===== src/ulsr_pkg.sv =====
// register map, field layout and constants of the receive line status block
//==================================================================
package ulsr_pkg;
  //==================================================================
  // register offsets (byte addresses)
  localparam int unsigned ADDR_W            = 8;
  localparam logic [7:0]  OFS_RX_BUFFER     = 8'h00;
  localparam logic [7:0]  OFS_LINE_STATUS   = 8'h04;
  localparam logic [7:0]  OFS_LINE_CONTROL  = 8'h08;
  localparam logic [7:0]  OFS_FIFO_CONTROL  = 8'h0C;
  localparam logic [7:0]  OFS_DIVISOR       = 8'h10;
  //==================================================================
  // field positions
  localparam int unsigned STAT_AVAIL = 0;
  localparam int unsigned STAT_OVR   = 1;
  localparam int unsigned STAT_PAR   = 2;
  localparam int unsigned STAT_FRM   = 3;
  localparam int unsigned STAT_BRK   = 4;
  localparam int unsigned CTL_PAR_EN = 3;
  localparam int unsigned CTL_EVEN   = 4;
  localparam int unsigned FIFO_ON    = 0;
  localparam int unsigned FIFO_FLUSH = 1;
  localparam int unsigned ENT_PAR    = 8;
  localparam int unsigned ENT_FRM    = 9;
  localparam int unsigned ENT_BRK    = 10;
  localparam int unsigned ENT_W      = 11;
  //==================================================================
  // sizes, counts and reset values
  localparam int unsigned FIFO_DEPTH = 16;
  localparam int unsigned PTR_W      = 4;
  localparam int unsigned CNT_W      = 5;
  localparam logic [CNT_W-1:0] FIFO_FULL_CNT = 5'h10;
  localparam logic [3:0]  OS_MID     = 4'h7;
  localparam logic [3:0]  OS_LAST    = 4'hF;
  localparam logic [2:0]  BIT_LAST   = 3'h7;
  localparam logic [15:0] DIV_RESET  = 16'h0001;
  localparam logic [7:0]  CTL_RESET  = 8'h00;
  localparam logic [1:0]  RESP_OKAY   = 2'h0;
  localparam logic [1:0]  RESP_SLVERR = 2'h2;
  typedef enum logic [2:0] {
    RX_IDLE, RX_START, RX_DATA, RX_PARITY, RX_STOP, RX_BREAK
  } ulsr_rx_state_t;
endpackage


===== src/ulsr_top.sv =====
// receive line status block with axi4-lite register slave
`timescale 1ns/10ps
module ulsr_top
  import ulsr_pkg::*;
(
  // clock and reset
  input  wire logic              aclk,
  input  wire logic              aresetn,
  // axi4-lite write
  input  wire logic [ADDR_W-1:0] awaddr,
  input  wire logic              awvalid,
  output logic                   awready,
  input  wire logic [31:0]       wdata,
  input  wire logic [3:0]        wstrb,
  input  wire logic              wvalid,
  output logic                   wready,
  output logic [1:0]             bresp,
  output logic                   bvalid,
  input  wire logic              bready,
  // axi4-lite read
  input  wire logic [ADDR_W-1:0] araddr,
  input  wire logic              arvalid,
  output logic                   arready,
  output logic [31:0]            rdata,
  output logic [1:0]             rresp,
  output logic                   rvalid,
  input  wire logic              rready,
  // serial line
  input  wire logic              serial_in
);
  //==================================================================
  // state
  typedef struct packed {
    logic                             aw_held;
    logic [ADDR_W-1:0]                aw_addr;
    logic                             w_held;
    logic [31:0]                      w_data;
    logic [3:0]                       w_strb;
    logic                             awready;
    logic                             wready;
    logic                             bvalid;
    logic [1:0]                       bresp;
    logic                             arready;
    logic                             rvalid;
    logic [31:0]                      rdata;
    logic [1:0]                       rresp;
    logic [7:0]                       line_ctl;
    logic                             fifo_en;
    logic [15:0]                      divisor;
    ulsr_rx_state_t                   rx_state;
    logic [15:0]                      tick_cnt;
    logic [3:0]                       os_cnt;
    logic [2:0]                       bit_cnt;
    logic [7:0]                       shift;
    logic                             par_bit;
    logic [7:0]                       hold_data;
    logic                             hold_valid;
    logic [FIFO_DEPTH-1:0][ENT_W-1:0] mem;
    logic [PTR_W-1:0]                 wptr;
    logic [PTR_W-1:0]                 rptr;
    logic [CNT_W-1:0]                 count;
    logic                             head_rev;
    logic                             st_oe;
    logic                             st_pe;
    logic                             st_fe;
    logic                             st_brk;
  } ulsr_state_t;

  ulsr_state_t      s_reg;
  ulsr_state_t      s_next;
  logic [15:0]      div_last;
  logic             baud_tick;
  logic             char_done;
  logic             par_en;
  logic             line_break;
  logic             par_bad;
  logic             tag_pe;
  logic             tag_fe;
  logic             tag_brk;
  logic             ar_take;
  logic             stat_rd;
  logic             buf_rd;
  logic             wr_go;
  logic             fifo_pop;

  function automatic logic [7:0] status_value(input ulsr_state_t s);
    logic [7:0] v;
    v = '0;
    v[STAT_AVAIL] = s.fifo_en ? (s.count != '0) : s.hold_valid;
    v[STAT_OVR]   = s.st_oe;
    v[STAT_PAR]   = s.st_pe;
    v[STAT_FRM]   = s.st_fe;
    v[STAT_BRK]   = s.st_brk;
    return v;
  endfunction

  //==================================================================
  // character events
  assign div_last  = (s_reg.divisor == '0) ? '0 : s_reg.divisor - 16'h0001;
  assign baud_tick = s_reg.tick_cnt >= div_last;
  assign char_done = (s_reg.rx_state == RX_STOP) && baud_tick
                     && (s_reg.os_cnt == OS_LAST);
  assign par_en    = s_reg.line_ctl[CTL_PAR_EN];
  assign line_break = char_done && !serial_in && (s_reg.shift == '0)
                      && (!par_en || !s_reg.par_bit);
  assign par_bad = par_en && ((^{s_reg.shift, s_reg.par_bit})
                              == s_reg.line_ctl[CTL_EVEN]);
  assign tag_brk = line_break;
  assign tag_fe  = char_done && !serial_in;
  assign tag_pe  = line_break || par_bad;
  assign ar_take = arvalid && s_reg.arready;
  assign stat_rd = ar_take && (araddr == OFS_LINE_STATUS);
  assign buf_rd  = ar_take && (araddr == OFS_RX_BUFFER);
  assign wr_go   = s_reg.aw_held && s_reg.w_held && !s_reg.bvalid;
  assign fifo_pop = buf_rd && s_reg.fifo_en && (s_reg.count != '0);

  //==================================================================
  // next state
  always_comb
  begin
    logic flush;
    flush  = 1'b0;
    s_next = s_reg;
    // write channel: address and data taken in either order
    if (awvalid && s_reg.awready)
    begin
      s_next.aw_held = 1'b1;
      s_next.aw_addr = awaddr;
    end
    if (wvalid && s_reg.wready)
    begin
      s_next.w_held = 1'b1;
      s_next.w_data = wdata;
      s_next.w_strb = wstrb;
    end
    if (bready && s_reg.bvalid)
      s_next.bvalid = 1'b0;
    if (wr_go)
    begin
      s_next.aw_held = 1'b0;
      s_next.w_held  = 1'b0;
      s_next.bvalid  = 1'b1;
      s_next.bresp   = RESP_OKAY;
      case (s_reg.aw_addr)
        OFS_LINE_CONTROL:
          if (s_reg.w_strb[0])
            s_next.line_ctl = s_reg.w_data[7:0];
        OFS_FIFO_CONTROL:
          if (s_reg.w_strb[0])
          begin
            s_next.fifo_en = s_reg.w_data[FIFO_ON];
            // mode change flushes so no stale character crosses over
            flush = s_reg.w_data[FIFO_FLUSH]
                    || (s_reg.w_data[FIFO_ON] != s_reg.fifo_en);
          end
        OFS_DIVISOR:
        begin
          if (s_reg.w_strb[0])
            s_next.divisor[7:0] = s_reg.w_data[7:0];
          if (s_reg.w_strb[1])
            s_next.divisor[15:8] = s_reg.w_data[15:8];
        end
        OFS_RX_BUFFER, OFS_LINE_STATUS:
          s_next.bresp = RESP_OKAY;
        default:
          s_next.bresp = RESP_SLVERR;
      endcase
    end
    s_next.awready = !s_next.aw_held && !s_next.bvalid;
    s_next.wready  = !s_next.w_held && !s_next.bvalid;
    // read channel
    if (rready && s_reg.rvalid)
      s_next.rvalid = 1'b0;
    if (ar_take)
    begin
      s_next.rvalid = 1'b1;
      s_next.rresp  = RESP_OKAY;
      s_next.rdata  = '0;
      case (araddr)
        OFS_RX_BUFFER:
          s_next.rdata[7:0] = s_reg.fifo_en ? s_reg.mem[s_reg.rptr][7:0]
                                            : s_reg.hold_data;
        OFS_LINE_STATUS:
          s_next.rdata[7:0] = status_value(s_reg);
        OFS_LINE_CONTROL:
          s_next.rdata[7:0] = s_reg.line_ctl;
        OFS_FIFO_CONTROL:
          s_next.rdata[FIFO_ON] = s_reg.fifo_en;
        OFS_DIVISOR:
          s_next.rdata[15:0] = s_reg.divisor;
        default:
          s_next.rresp = RESP_SLVERR;
      endcase
    end
    s_next.arready = !s_next.rvalid;
    // clears come first so that a same-cycle event wins
    // read clears error flags
    if (stat_rd)
    begin
      s_next.st_oe  = 1'b0;
      s_next.st_pe  = 1'b0;
      s_next.st_fe  = 1'b0;
      s_next.st_brk = 1'b0;
    end
    if (buf_rd && !s_reg.fifo_en)
      s_next.hold_valid = 1'b0;
    if (fifo_pop)
    begin
      s_next.rptr  = s_reg.rptr + 4'h1;
      s_next.count = s_reg.count - 5'h01;
    end
    //==================================================================
    // receiver, sampling at mid-bit on a 16x baud tick
    s_next.tick_cnt = baud_tick ? '0 : s_reg.tick_cnt + 16'h0001;
    if (baud_tick)
    begin
      s_next.os_cnt = s_reg.os_cnt + 4'h1;
      case (s_reg.rx_state)
        RX_IDLE:
        begin
          s_next.os_cnt = '0;
          if (!serial_in)
            s_next.rx_state = RX_START;
        end
        RX_START:
          if (s_reg.os_cnt == OS_MID)
          begin
            s_next.os_cnt   = '0;
            s_next.bit_cnt  = '0;
            s_next.rx_state = serial_in ? RX_IDLE : RX_DATA;
          end
        RX_DATA:
          if (s_reg.os_cnt == OS_LAST)
          begin
            s_next.shift   = {serial_in, s_reg.shift[7:1]};
            s_next.bit_cnt = s_reg.bit_cnt + 3'h1;
            if (s_reg.bit_cnt == BIT_LAST)
              s_next.rx_state = par_en ? RX_PARITY : RX_STOP;
          end
        RX_PARITY:
          if (s_reg.os_cnt == OS_LAST)
          begin
            s_next.par_bit  = serial_in;
            s_next.rx_state = RX_STOP;
          end
        RX_STOP:
          if (s_reg.os_cnt == OS_LAST)
          begin
            if (serial_in)
              s_next.rx_state = RX_IDLE;
            // hold off until the line returns high
            else if (line_break)
              s_next.rx_state = RX_BREAK;
            else
            begin
              // low stop taken as next start bit
              s_next.rx_state = RX_DATA;
              s_next.bit_cnt  = '0;
            end
          end
        RX_BREAK:
        begin
          s_next.os_cnt = '0;
          if (serial_in)
            s_next.rx_state = RX_IDLE;
        end
        default:
          s_next.rx_state = RX_IDLE;
      endcase
    end
    //==================================================================
    // character delivery
    if (char_done)
    begin
      if (!s_reg.fifo_en)
      begin
        if (s_reg.hold_valid && !buf_rd)
          s_next.st_oe = 1'b1;
        s_next.hold_data  = s_reg.shift;
        s_next.hold_valid = 1'b1;
        s_next.st_pe  = s_next.st_pe | tag_pe;
        s_next.st_fe  = s_next.st_fe | tag_fe;
        s_next.st_brk = s_next.st_brk | tag_brk;
      end
      else if ((s_reg.count == FIFO_FULL_CNT) && !fifo_pop)
        s_next.st_oe = 1'b1;
      else
      begin
        s_next.mem[s_reg.wptr] = {tag_brk, tag_fe, tag_pe, s_reg.shift};
        s_next.wptr  = s_reg.wptr + 4'h1;
        s_next.count = s_next.count + 5'h01;
      end
    end
    // flags revealed when entry reaches head
    if (s_next.count == '0)
      s_next.head_rev = 1'b0;
    else if (fifo_pop || !s_reg.head_rev)
    begin
      s_next.head_rev = 1'b1;
      s_next.st_pe  = s_next.st_pe | s_next.mem[s_next.rptr][ENT_PAR];
      s_next.st_fe  = s_next.st_fe | s_next.mem[s_next.rptr][ENT_FRM];
      s_next.st_brk = s_next.st_brk | s_next.mem[s_next.rptr][ENT_BRK];
    end
    if (flush)
    begin
      s_next.wptr       = '0;
      s_next.rptr       = '0;
      s_next.count      = '0;
      s_next.head_rev   = 1'b0;
      s_next.hold_valid = 1'b0;
    end
  end

  always_ff @(posedge aclk)
  begin
    if (!aresetn)
    begin
      s_reg         <= '0;
      s_reg.divisor <= DIV_RESET;
      s_reg.line_ctl <= CTL_RESET;
    end
    else
      s_reg <= s_next;
  end

  assign awready = s_reg.awready;
  assign wready  = s_reg.wready;
  assign bvalid  = s_reg.bvalid;
  assign bresp   = s_reg.bresp;
  assign arready = s_reg.arready;
  assign rvalid  = s_reg.rvalid;
  assign rdata   = s_reg.rdata;
  assign rresp   = s_reg.rresp;

  //==================================================================
  // checks
  chk_lsr_clear: assert property (@(posedge aclk) disable iff (!aresetn)
    stat_rd && !char_done && (s_reg.head_rev || s_reg.count == '0)
    |=> !s_reg.st_oe && !s_reg.st_pe && !s_reg.st_fe && !s_reg.st_brk)
    else $error("line status read did not clear error flags");
  chk_break_flags: assert property (@(posedge aclk) disable iff (!aresetn)
    char_done && line_break && !s_reg.fifo_en
    |=> s_reg.st_brk && s_reg.st_fe && s_reg.st_pe && s_reg.hold_data == '0)
    else $error("break did not raise break, framing and parity flags");
  chk_break_once: assert property (@(posedge aclk) disable iff (!aresetn)
    char_done && line_break ##1 !serial_in |=> s_reg.rx_state == RX_BREAK)
    else $error("break loaded more than one character");
  chk_resync_start: assert property (@(posedge aclk) disable iff (!aresetn)
    char_done && !serial_in && !line_break
    |=> s_reg.rx_state == RX_DATA && s_reg.bit_cnt == '0)
    else $error("receiver did not resynchronise on bad stop");
  chk_overrun_replace: assert property (@(posedge aclk) disable iff (!aresetn)
    char_done && !s_reg.fifo_en && s_reg.hold_valid && !buf_rd
    |=> s_reg.st_oe && s_reg.hold_data == $past(s_reg.shift))
    else $error("overrun without fifo mishandled");
  chk_overrun_keep: assert property (@(posedge aclk) disable iff (!aresetn)
    char_done && s_reg.fifo_en && s_reg.count == FIFO_FULL_CNT && !fifo_pop
    |=> s_reg.st_oe && s_reg.count == FIFO_FULL_CNT
        && s_reg.wptr == $past(s_reg.wptr))
    else $error("full fifo overrun changed fifo");
  chk_parity_off: assert property (@(posedge aclk) disable iff (!aresetn)
    char_done && !par_en && !line_break && !stat_rd && !s_reg.fifo_en
    |=> s_reg.st_pe == $past(s_reg.st_pe))
    else $error("parity flagged while parity disabled");
  chk_head_hold: assert property (@(posedge aclk) disable iff (!aresetn)
    s_reg.fifo_en && s_reg.head_rev && !fifo_pop && !stat_rd && !wr_go
    |=> s_reg.st_fe == $past(s_reg.st_fe) && s_reg.st_pe == $past(s_reg.st_pe))
    else $error("error flag shown before its character reached head");
  chk_head_reveal: assert property (@(posedge aclk) disable iff (!aresetn)
    char_done && s_reg.fifo_en && s_reg.count == '0 && !wr_go
    |=> (!$past(tag_fe) || s_reg.st_fe) && (!$past(tag_pe) || s_reg.st_pe))
    else $error("tags of head character not revealed");
  chk_data_avail: assert property (@(posedge aclk) disable iff (!aresetn)
    buf_rd && !s_reg.fifo_en && !char_done |=> !s_reg.hold_valid)
    else $error("buffer read did not clear data available");
endmodule


===== config.mk =====
export PLATFORM = sky130hd
export DESIGN_NAME = ulsr_top
export DESIGN_NICKNAME = d
export VERILOG_FILES = /design/src/ulsr_pkg.sv /design/src/ulsr_top.sv
export SDC_FILE = /design/constraint.sdc
export NUM_CORES = 1
export LEC_CHECK = 0
export ABC_AREA = 1
export BUFFER_PORTS_ARGS = -buffer_cell sky130_fd_sc_hd__buf_2
export CORE_MARGIN = 5
export CORE_UTILIZATION = 50
export CTS_CLUSTER_DIAMETER = 100
export CTS_CLUSTER_SIZE = 20
export DETAILED_ROUTE_END_ITERATION = 8
export PLACE_DENSITY = 0.68
export SYNTH_ARGS = -nofsm -noshare
export SYNTH_HDL_FRONTEND = slang
export SYNTH_SLANG_ARGS = --single-unit
export TNS_END_PERCENT = 10

===== constraint.sdc =====
create_clock -name aclk -period 3.8 [get_ports aclk]
set_input_delay 0.38 -clock aclk [delete_from_list [all_inputs] [get_ports aclk]]
set_output_delay 0.38 -clock aclk [all_outputs]
set_load 0.01 [all_outputs]

; Yosys cells after proc, flatten, opt, wreduce, memory -nomap -nowiden
; Index checks and enable logic that the tools add are counted.
[totals]
word_cells = 225
output_inout_bits = 41
regBits = 334
[classes]
add_sub_neg = 8
n_bitwise = 9
magnitude_cmp = 5
n_eq_ne = 28
muxes = 62
n_reduce_logical = 64
[ops]
columns = op, count
row1 = $mux 180, 2
row2 = $mux 181, 1
row3 = $bwmux 176, 1
row4 = $bmux 11 s4, 2
row5 = $mux 3, 17
row6 = $demux 11 s4, 1
row7 = $mux 37, 1
row8 = $mux 35, 1
row9 = $mux 11, 3
row10 = $eq 8x4->1 const B, 4
row11 = $pmux 7 s4, 1
row12 = $logic_not 8->1, 3
row13 = $mux 8, 3
row14 = $logic_and 1x1->1, 23
row15 = $reduce_and 3->1, 7
row16 = $mux 9, 2
row17 = $pmux 3 s6, 1
row18 = $add 16x1->16 const B, 1
row19 = $eq 8x3->1 const B, 2
row20 = $eq 8x5->1 const B, 2
row21 = $ge 16x16->1, 1
row22 = $logic_not 16->1, 1
row23 = $mux 16, 1
row24 = $ne 2x2->1 const B, 8
row25 = 39 further kinds, 87

; Logic depth before layout (Yosys ltp)
; Gate-level depths: netlist of run 1.
[logic_depth]
ltp_word = 18
depth_mapped = 30

; Least setup slack after synthesis of run 1
; OpenSTA, ideal clock, no wires.
[synth_path]
path_type = reg2reg
from = reg s_reg[238] in the netlist's numbering
to = reg s_reg[237] in the netlist's numbering
path_buffers = 1
t_arrival_ps = 3174
path_stages_with_launch = 19
t_required_ps = 3730
slack_ps = 555
path_cell_list = dfxtp_1 inv_1 nand3_1 nor3_1 nand2_1 nor3_1 xor2_1 nand2_1 ha_1 nand2_1 o21ai_0 a21oi_1 nand2_2 buf_4 nand2_1 or4_4 a21oi_1 o21ai_0 a21oi_1
[synth_via]
elab_chain_cells = 12
word_cells_on_any_way = 14
[synth_rtl]
columns = item, line_no
row1 = "start, declared", ulsr_top.sv:69  ; ulsr_state_t s_reg;
row2 = "start signal, assigned", ulsr_top.sv:323  ; s_reg <= s_next;
row3 = $sub 16x1->16 or $logic_not 16->1 (tied branches), ulsr_top.sv:99  ; assign div_last = (s_reg.divisor == '0) ? '0 : s_reg.divisor - 16'h0001;
row4 = $mux 16 (*), ulsr_top.sv:99
row5 = $ge 16x16->1 (*), ulsr_top.sv:100  ; assign baud_tick = s_reg.tick_cnt >= div_last;
row6 = $logic_and 1x1->1, ulsr_top.sv:101  ; assign char_done = (s_reg.rx_state == RX_STOP) && baud_tick
row7 = $logic_and 1x1->1, ulsr_top.sv:102  ; && (s_reg.os_cnt == OS_LAST);
row8 = $logic_and 1x1->1 (2 in series), ulsr_top.sv:104  ; assign line_break = char_done && !serial_in && (s_reg.shift == '0)
row9 = $logic_and 1x1->1, ulsr_top.sv:105  ; && (!par_en || !s_reg.par_bit);
row10 = $mux 3, ulsr_top.sv:252  ; else if (line_break)
row11 = $mux 3, ulsr_top.sv:249  ; if (serial_in)
row12 = $mux 3, ulsr_top.sv:247  ; if (s_reg.os_cnt == OS_LAST)
row13 = $pmux 3 s6, ulsr_top.sv:218  ; case (s_reg.rx_state)
; Every way passes the cells marked *; elsewhere a longest branch is shown, timed or not. The select of a mux whose other input is x is not followed.
; A chain may end at the register's enable or synchronous reset.

; Worst setup path after layout of run 1
[layout_path]
from = reg s_reg[238] in the netlist's numbering
to = reg s_reg[2] in the netlist's numbering
[layout_via]
elab_chain_cells = 18
word_cells_on_any_way = 24
[layout_rtl]
columns = item, line_no
row1 = $sub 16x1->16 or $logic_not 16->1 (tied branches), ulsr_top.sv:99
row2 = $mux 16 (*), ulsr_top.sv:99
row3 = $ge 16x16->1 (*), ulsr_top.sv:100
row4 = $logic_and 1x1->1 (*), ulsr_top.sv:101
row5 = $logic_and 1x1->1 (*), ulsr_top.sv:102
row6 = $logic_and 1x1->1 (2 in series), ulsr_top.sv:104
row7 = $logic_and 1x1->1, ulsr_top.sv:105
row8 = $logic_or 1x1->1, ulsr_top.sv:110  ; assign tag_pe = line_break || par_bad;
row9 = $bwmux 176, ulsr_top.sv:289  ; s_next.mem[s_reg.wptr] = {tag_brk, tag_fe, tag_pe, s_reg.shift};
row10 = $mux 180, ulsr_top.sv:285  ; else if ((s_reg.count == FIFO_FULL_CNT) && !fifo_pop)
row11 = $mux 180, ulsr_top.sv:275  ; if (!s_reg.fifo_en)
row12 = $mux 181, ulsr_top.sv:273  ; if (char_done)
row13 = $bmux 11 s4, ulsr_top.sv:300  ; s_next.st_pe = s_next.st_pe | s_next.mem[s_next.rptr][ENT_PAR];
row14 = $mux 11, --
row15 = $or 1x1->1, ulsr_top.sv:300
row16 = $mux 3, ulsr_top.sv:297  ; else if (fifo_pop || !s_reg.head_rev)
row17 = $mux 3 (*), ulsr_top.sv:295  ; if (s_next.count == '0)
; Marked as above.

==> metrics.md, run 1 <==
| Metric | Value |
|---|---|
| Status | `completed` |
| Post-route cell area | `16520 um^2` |
| Leading cell types in the layout, fill and taps excluded | `311 x dfxtp_1, 270 x nand2_1, 233 x a21oi_1` |
| Post-Synthesis Cells | `1991` |
| Sw Ratio | `23.60%` |
| Layout cells sized above 1 | `12.35%` |
| Most common cell after layout, fill and taps aside | `dfxtp_1` |
| Crit path max fanout | `17` |
| Worst r2r dst | `s_reg[2]` |
| Initial DRC Count | `1125` |
| Ant diodes | `0` |
| Initial antenna violation count | `0` |
| Fin crit period | `3.662 ns` |
| Global-route wire length before repair | `63510 um` |
| Crit path DAT | `4.11 ns` |
| Sequential share of power | `59.2%` |
| Clock sinks | `314` |
| Period utilisation layout | `96.36%` |
| Worst min-delay path startpoint | `wstrb[1]` |
| Internal reg-to-reg setup slack | `0.14 ns` |
| Die area | `33640 um^2` |
| Yosys warning total | `0` |
| RR Startpoint | `s_reg[238]` |
| Worst Hold Depth | `3` |
| Total GRT Usage | `22.43%` |
| Worst vdd ir | `0.3218 mV` |
| Combinational fraction of design power | `5.7%` |
| GPL Wtd Cong | `0.8639` |
| Placement Rows | `63` |
| Maximum number of pins on one net before global-route repair | `117` |
| Via density | `5.535` |
| Seq cells post-synth | `314` |
| PD cells | `343.6 nW/um^2` |
| Initial Utilization | `50.73%` |
| Clk slew on worst S/H paths | `0.09 ns` |
| P_sw | `1.339 mW` |
| Die Ht | `183.4 um` |
| Final #Nets | `2113` |
| H-Tree Depth | `1` |
| Clk root buf | `clkbuf_16` |
| Most Frequent Cell on Critical Path | `nand2_1` |
| Area added between synthesis and finish | `9.861%` |
| Slew HR | `29.81%` |
| Seq/Total Area, Yosys | `41.81%` |
| Clock power frac | `35.1%` |
| Avg Inst Size Synth | `7.552 um^2` |
| Worst-Skew Late Latency | `0.52 ns` |
| Max Slew Vio Count | `0` |
| Non-Filler Instances | `2414` |
| Crit. End Element | `flip-flop` |
| Post-synth ARST share | `0%` |
| Num ports | `101` |
| Tightest Pin Transition | `1.053 ns` |
| Core area | `29640 um^2` |
| Mapped Area | `15040 um^2` |
| First drt pass iteration count | `5` |
| Cell Area, Placed | `15760 um^2` |
| Worst Reg2Reg Path Length in Cells | `27` |
| P_leak | `6.472 nW` |
| RSZ-0062 raised after global routing | `true` |
| Slowest CP cell | `dfxtp_2` |
| Vias in the first global route | `12303` |
| Post-synth top flop | `dfxtp_1` |
| CTS tree | `yes` |
| WL/cell | `16.15 um` |
| Min-Delay Path Class | `in -> reg` |
| Max-cap violations | `0` |
| Hold Vio Cnt, Final | `0` |
| Fmax | `273.1 MHz` |
| Post-route DRC violation count | `0` |
| Total power | `5.675 mW` |
| Antenna Violating Nets Remaining | `0` |
| Total CTS buffers | `19` |
| Cells after DPL | `2387` |
| Die width | `183.4 um` |
| P_int | `4.336 mW` |
| Critical path class | `reg -> reg` |
| I/O Buffers | `64` |
| Worst Skew | `0.02171 ns` |
| Grt ovf | `0` |
| Post-synth EDFFs | `0` |
| Final Setup Violations | `0` |
| Req. time, crit path | `4.25 ns` |
| Hold Path End | `s_reg[305]` |
| Detailed Route WL | `38980 um` |
| Max clock buf depth | `3` |
| DP Wirelength | `27240 um` |
| CP max stage delay | `0.33 ns` |
| Synth cell types | `54` |
| CP startpoint kind | `flip-flop` |
| Via count | `13362` |
-- how the worst max path moves through the flow --
stage                     cells past startpoint  slack (ns)          to        from
final                                        27        0.14    s_reg[2]  s_reg[238]
after CTS                                    25      0.0008    s_reg[0]  s_reg[238]
after floorplan                              18        0.56  s_reg[237]  s_reg[238]
after global placement                       25       -0.03    s_reg[0]  s_reg[240]
after detailed placement                     25       -0.04    s_reg[0]  s_reg[240]
after global routing                         25       -0.16    s_reg[0]  s_reg[242]
-- layer usage --
metal / global-route usage, % / vias to the layer above / share of wire (%)
li1: - / 6706 / -
met1: 31.75 / 6276 / 46
met2: 37.49 / 332 / 47
met3: 2.256 / 48 / 4.8
met4: 4.559 / 0 / 1.9
met5: 0 / - / 0
-- Yosys cell counts, types with 2 or more instances --
cell type	n	area share, %
nand2_1	276	6.9
a21oi_1	236	7.9
o21ai_0	206	6.9
nand4_1	14	0.58
nor4_1	8	0.33
buf_2	24	0.80
o21ai_1	2	0.067
inv_1	185	4.6
a221oi_1	2	0.12
a22oi_1	2	0.10
clkbuf_1	80	2.0
xor2_1	23	1.3
o211ai_1	44	2.2
nand3_1	126	4.2
ha_1	29	2.4
dfxtp_1	314	42
nand3_4	2	0.23
o2111ai_1	3	0.17
nor2_8	11	1.5
buf_1	3	0.075
nor3b_1	3	0.15
a31oi_1	3	0.12
nor2_2	7	0.29
a211oi_1	58	2.9
nor3_1	15	0.50
clkinv_1	4	0.10
inv_2	3	0.075
a21oi_2	3	0.17
nor2_1	195	4.9
xnor2_1	6	0.35
mux2i_1	33	2.2
buf_4	40	2.0
nand2_2	5	0.21
nor2_4	6	0.45
-- metrics by stage --
| step | hold slack (ns) | worst slack [ns] | TNS (ns) | util [%] |
|---|---|---|---|---|
| floorplan | 0.4240 | 0.5553 | 0 | - |
| global placement | 0.4392 | -0.03348 | -0.03348 | 53.17 |
| detailed placement | 0.4486 | -0.03616 | -0.03616 | 53.17 |
| CTS | 0.1328 | 0.0007745 | 0 | 54.84 |
| global route | 0.1579 | -0.1602 | -0.3733 | 55.73 |
| finish | 0.1472 | 0.1384 | 0 | 55.73 |
-- logic make-up (layout without fill, tap and decap cells) --
logic type	count (synthesis)	in the layout	share of synthesized area, %
buffers and inverters	341	357	9.869
AO/OA/AOI/OAI	568	568	21.10
XOR/XNOR	31	31	1.981
adder cells (fa/ha/maj)	29	29	2.413
flip-flops	314	314	41.81
AND/OR/NAND/NOR	674	674	20.60
multiplexers	33	33	2.197
other	1	18	0.02494
-- area by class of cell --
class                      count  area, um^2
fill                        2854       13120
inverter                     192       723.2
timing repair buffer         144       996.0
multi-input combinational   1353        7531
sequential                   314        6292
clock inverter                 1       8.758
clock buffer                  20       479.2
tap                          390       488.0
-- power groups by stage --
stage | Clock (mW) | Combinational (mW) | Sequential, mW
after floorplan | 0 | 0.243 | 3.43
after global placement | 0 | 0.309 | 3.43
after detailed placement | 0 | 0.316 | 3.44
after CTS | 2.04 | 0.316 | 3.36
after global routing | 2.16 | 0.365 | 3.37
final | 1.99 | 0.324 | 3.36
-- critical path, delay by kind of cell, from the launching register on --
family                     cells  cell delay (ns)
adders and majority gates      2             0.48
AOI/OAI and AO/OA              3             0.37
buffers and inverters          6             0.72
and+or+nand+nor               15             1.54
DFF                            1             0.33
xor gates and xnor gates       1             0.15
-- what timing repair did --
action	4_1_cts	5_1_grt
gates cloned	0	0
buffers inserted	0	6
endpoints found under the setup margin	1	27
hold buffers	0	0
resized for setup	2	53
pin swaps	1	11
Note: power is estimated with default switching activity, not from simulation.
==> inputs of run 2 (changes only) <==
- ABC_AREA: 1 -> not set
==> metrics.md, run 2 <==
| Metric | Value |
|---|---|
| Area added between synthesis and finish | `18.72%` |
| Initial Utilization | `50.87%` |
| Synth top area cells | `dfxtp_1 42%, nand2_1 9.4%, mux2i_1 7.5%` |
| FF/Latch Area | `6289 um^2` |
| Leading cell types in the layout, fill and taps excluded | `368 x nand2_1, 312 x dfxtp_1, 191 x nor2_1` |
| Commonest cells post-synth | `379 x nand2_1, 314 x dfxtp_1, 199 x nor2_1` |
| Post-synth top flop | `dfxtp_1` |
| Tightest Pin Transition | `1.053 ns` |
| Slowest CP cell | `or4_4` |
| Largest family of logic cells by synthesized area | `simple AND/OR/NAND/NOR gates` |
| Fmax | `220.3 MHz` |
| Total GRT Usage | `23.96%` |
| Worst min-delay path startpoint | `awaddr[6]` |
| GPL Wtd Cong | `0.9468` |
| Grt ovf | `0` |
| Post-Synthesis Cells | `1781` |
| DP Wirelength | `29670 um` |
| PD cells | `309.6 nW/um^2` |
| Die area | `33810 um^2` |
| CP max stage delay | `0.54 ns` |
| Avg Inst Size Synth | `8.489 um^2` |
| Post-synth ARST share | `0%` |
| Yosys warning total | `0` |
| Clk root buf | `clkbuf_16` |
| First drt pass iteration count | `6` |
| RSZ-0062 raised after global routing | `true` |
| Simple-gate portion of the synthesized area | `22.31%` |
| Seq cells post-synth | `314` |
| Synth top area share | `41.58%` |
| Period utilisation layout | `119.4%` |
| Fin crit period | `4.539 ns` |
| Via count | `13125` |
| Req. time, crit path | `4.19 ns` |
| Worst Skew | `0.02747 ns` |
| Crit path launch | `s_reg[245]` |
| Kind of cell adding the most delay to the critical path | `simple AND/OR/NAND/NOR gates` |
| Hold Vio Cnt, Final | `0` |
| Critical path class | `reg -> reg` |
| Die Ht | `183.9 um` |
| Crit path max fanout | `7` |
| Worst setup margin | `-0.7388 ns` |
| Crit. End Element | `flip-flop` |
| Min-Delay Path Class | `in -> reg` |
| Total power | `5.557 mW` |
| Initial antenna violation count | `0` |
| Via density | `5.731` |
| Detailed Route WL | `43020 um` |
| Internal reg-to-reg setup slack | `-0.74 ns` |
| H-Tree Depth | `1` |
| Num ports | `101` |
| Vias in the first global route | `12281` |
| CP startpoint kind | `flip-flop` |
| Global-route wire length before repair | `66210 um` |
| Cells after DPL | `2260` |
| Cell Area, Placed | `16830 um^2` |
| Synth Area in Compound Gates | `11.31%` |
| Die width | `183.9 um` |
| P_leak | `6.502 nW` |
| Ant diodes | `0` |
| Most frequent cell after synthesis | `nand2_1` |
| Worst vdd ir | `0.4008 mV` |
| CTS Hold Buffers Added | `0` |
| Placement Rows | `63` |
| Most common cell after layout, fill and taps aside | `nand2_1` |
| Clock sinks | `314` |
| Layout fillers | `2527` |
| Worst Hold Depth | `3` |
| Mapped Area | `15120 um^2` |
| Synth cell types | `74` |
| Core area | `29720 um^2` |
| Max clock buf depth | `3` |
| Seq/Total Area, Yosys | `41.58%` |
| Initial DRC Count | `1220` |
| WL/cell | `18.79 um` |
| Setup TNS | `-39.71 ns` |
| Dominant cell type by area after synthesis | `dfxtp_1` |
| Final #Nets | `1989` |
| Mux cell area share after synthesis | `13.88%` |
| Worst-Skew Late Latency | `0.53 ns` |
| Total CTS buffers | `19` |
| Slew HR | `29.19%` |
| Hold Path End | `s_reg[347]` |
| Layout cells sized above 1 | `22.11%` |
| I/O Buffers | `64` |
| Crit path buffers/inverters | `3` |
| Max Slew Vio Count | `0` |
| Dpl ws | `-0.8619 ns` |
| Failing checks | `negative setup slack` |
| Synth Area in XOR/XNOR | `3.046%` |
| Maximum number of pins on one net before global-route repair | `118` |
| RR Startpoint | `s_reg[245]` |
| Status | `complete, but fails checks` |
| Post-route DRC violation count | `0` |
| Post-synth EDFFs | `0` |
| Critical-path cell list | `or4_4, nor4_4, nand2b_1, nor2_2, nand2_1, xnor2_1, nand2_1, ha_4, nand4_1, nor2_2, or4b_4, and4_4, buf_6, buf_4, nor4_4, buf_4, mux2i_2, mux2i_1, a32oi_1, o2111a_1, a211oi_2` |
| Worst r2r dst | `s_reg[0]` |
| Worst Reg2Reg Path Length in Cells | `21` |
| Non-Filler Instances | `2290` |
| Max-cap violations | `0` |
| CTS tree | `yes` |
| Crit path DAT | `4.93 ns` |
| Multi-input logic area | `8612 um^2` |
| Post-route cell area | `17950 um^2` |
| Synth Area in Adders | `2.466%` |
| Clk slew on worst S/H paths | `0.09 ns` |
| Antenna Violating Nets Remaining | `0` |
| Final core occ | `60.40%` |
| Final Setup Violations | `191` |
| Fin Hold WS | `0.08742 ns` |
## run 2: repair_timing
| item | in CTS | in global routing |
|---|---|---|
| endpoints found under the setup margin | 206 | 211 |
| pin swaps | 15 | 41 |
| setup buffers | 4 | 7 |
| gates resized for setup | 56 | 89 |
## run 2: final cells by class
cell class | count | area share (%)
multi-input cells | 1309 | 47.98
clock inverters | 2 | 0.09759
repair buffers | 241 | 11.16
well taps | 390 | 2.719
flip-flops and latches | 314 | 35.04
clock buffers | 19 | 2.649
inverters | 15 | 0.3555
## run 2: where the power goes
group	switching [mW]	internal (mW)	total (mW)
sequential	0.0247	3.31	3.34
combinational	0.152	0.0708	0.223
clock	1.09	0.902	2.00
## run 2: cells by family after synthesis
group                      count (synthesis)
adders and majority gates                 30
muxes                                    159
and+or+nand+nor                          762
DFF                                      314
xor gates and xnor gates                  51
buffers and inverters                    175
AOI/OAI and AO/OA                        289
other                                      1
## run 2: tightest hold or removal path: cells and delay by family
kind	cells	cell delay (ns)
AOI/OAI and AO/OA	1	0.05
and+or+nand+nor	1	0.04
buffers and inverters	1	0.09
## run 2: worst max-delay path by stage
stage / to / slack, ns / depth (start not counted)
global route: s_reg[0] / -0.96 / 21
global placement: s_reg[1] / -0.81 / 20
finish: s_reg[0] / -0.74 / 21
CTS: s_reg[2] / -0.69 / 19
floorplan: s_reg[0] / -0.60 / 19
detailed placement: s_reg[2] / -0.86 / 20
## run 2: routing by layer
metal / share of wire, % / wire length (um) / up-vias / track usage (%)
li1: - / - / 6300 / -
met1: 43 / 18440 / 6281 / 33.05
met2: 47 / 20410 / 447 / 39.90
met3: 6.6 / 2838 / 97 / 2.869
met4: 3.1 / 1339 / 0 / 6.684
met5: 0 / 0 / - / 0
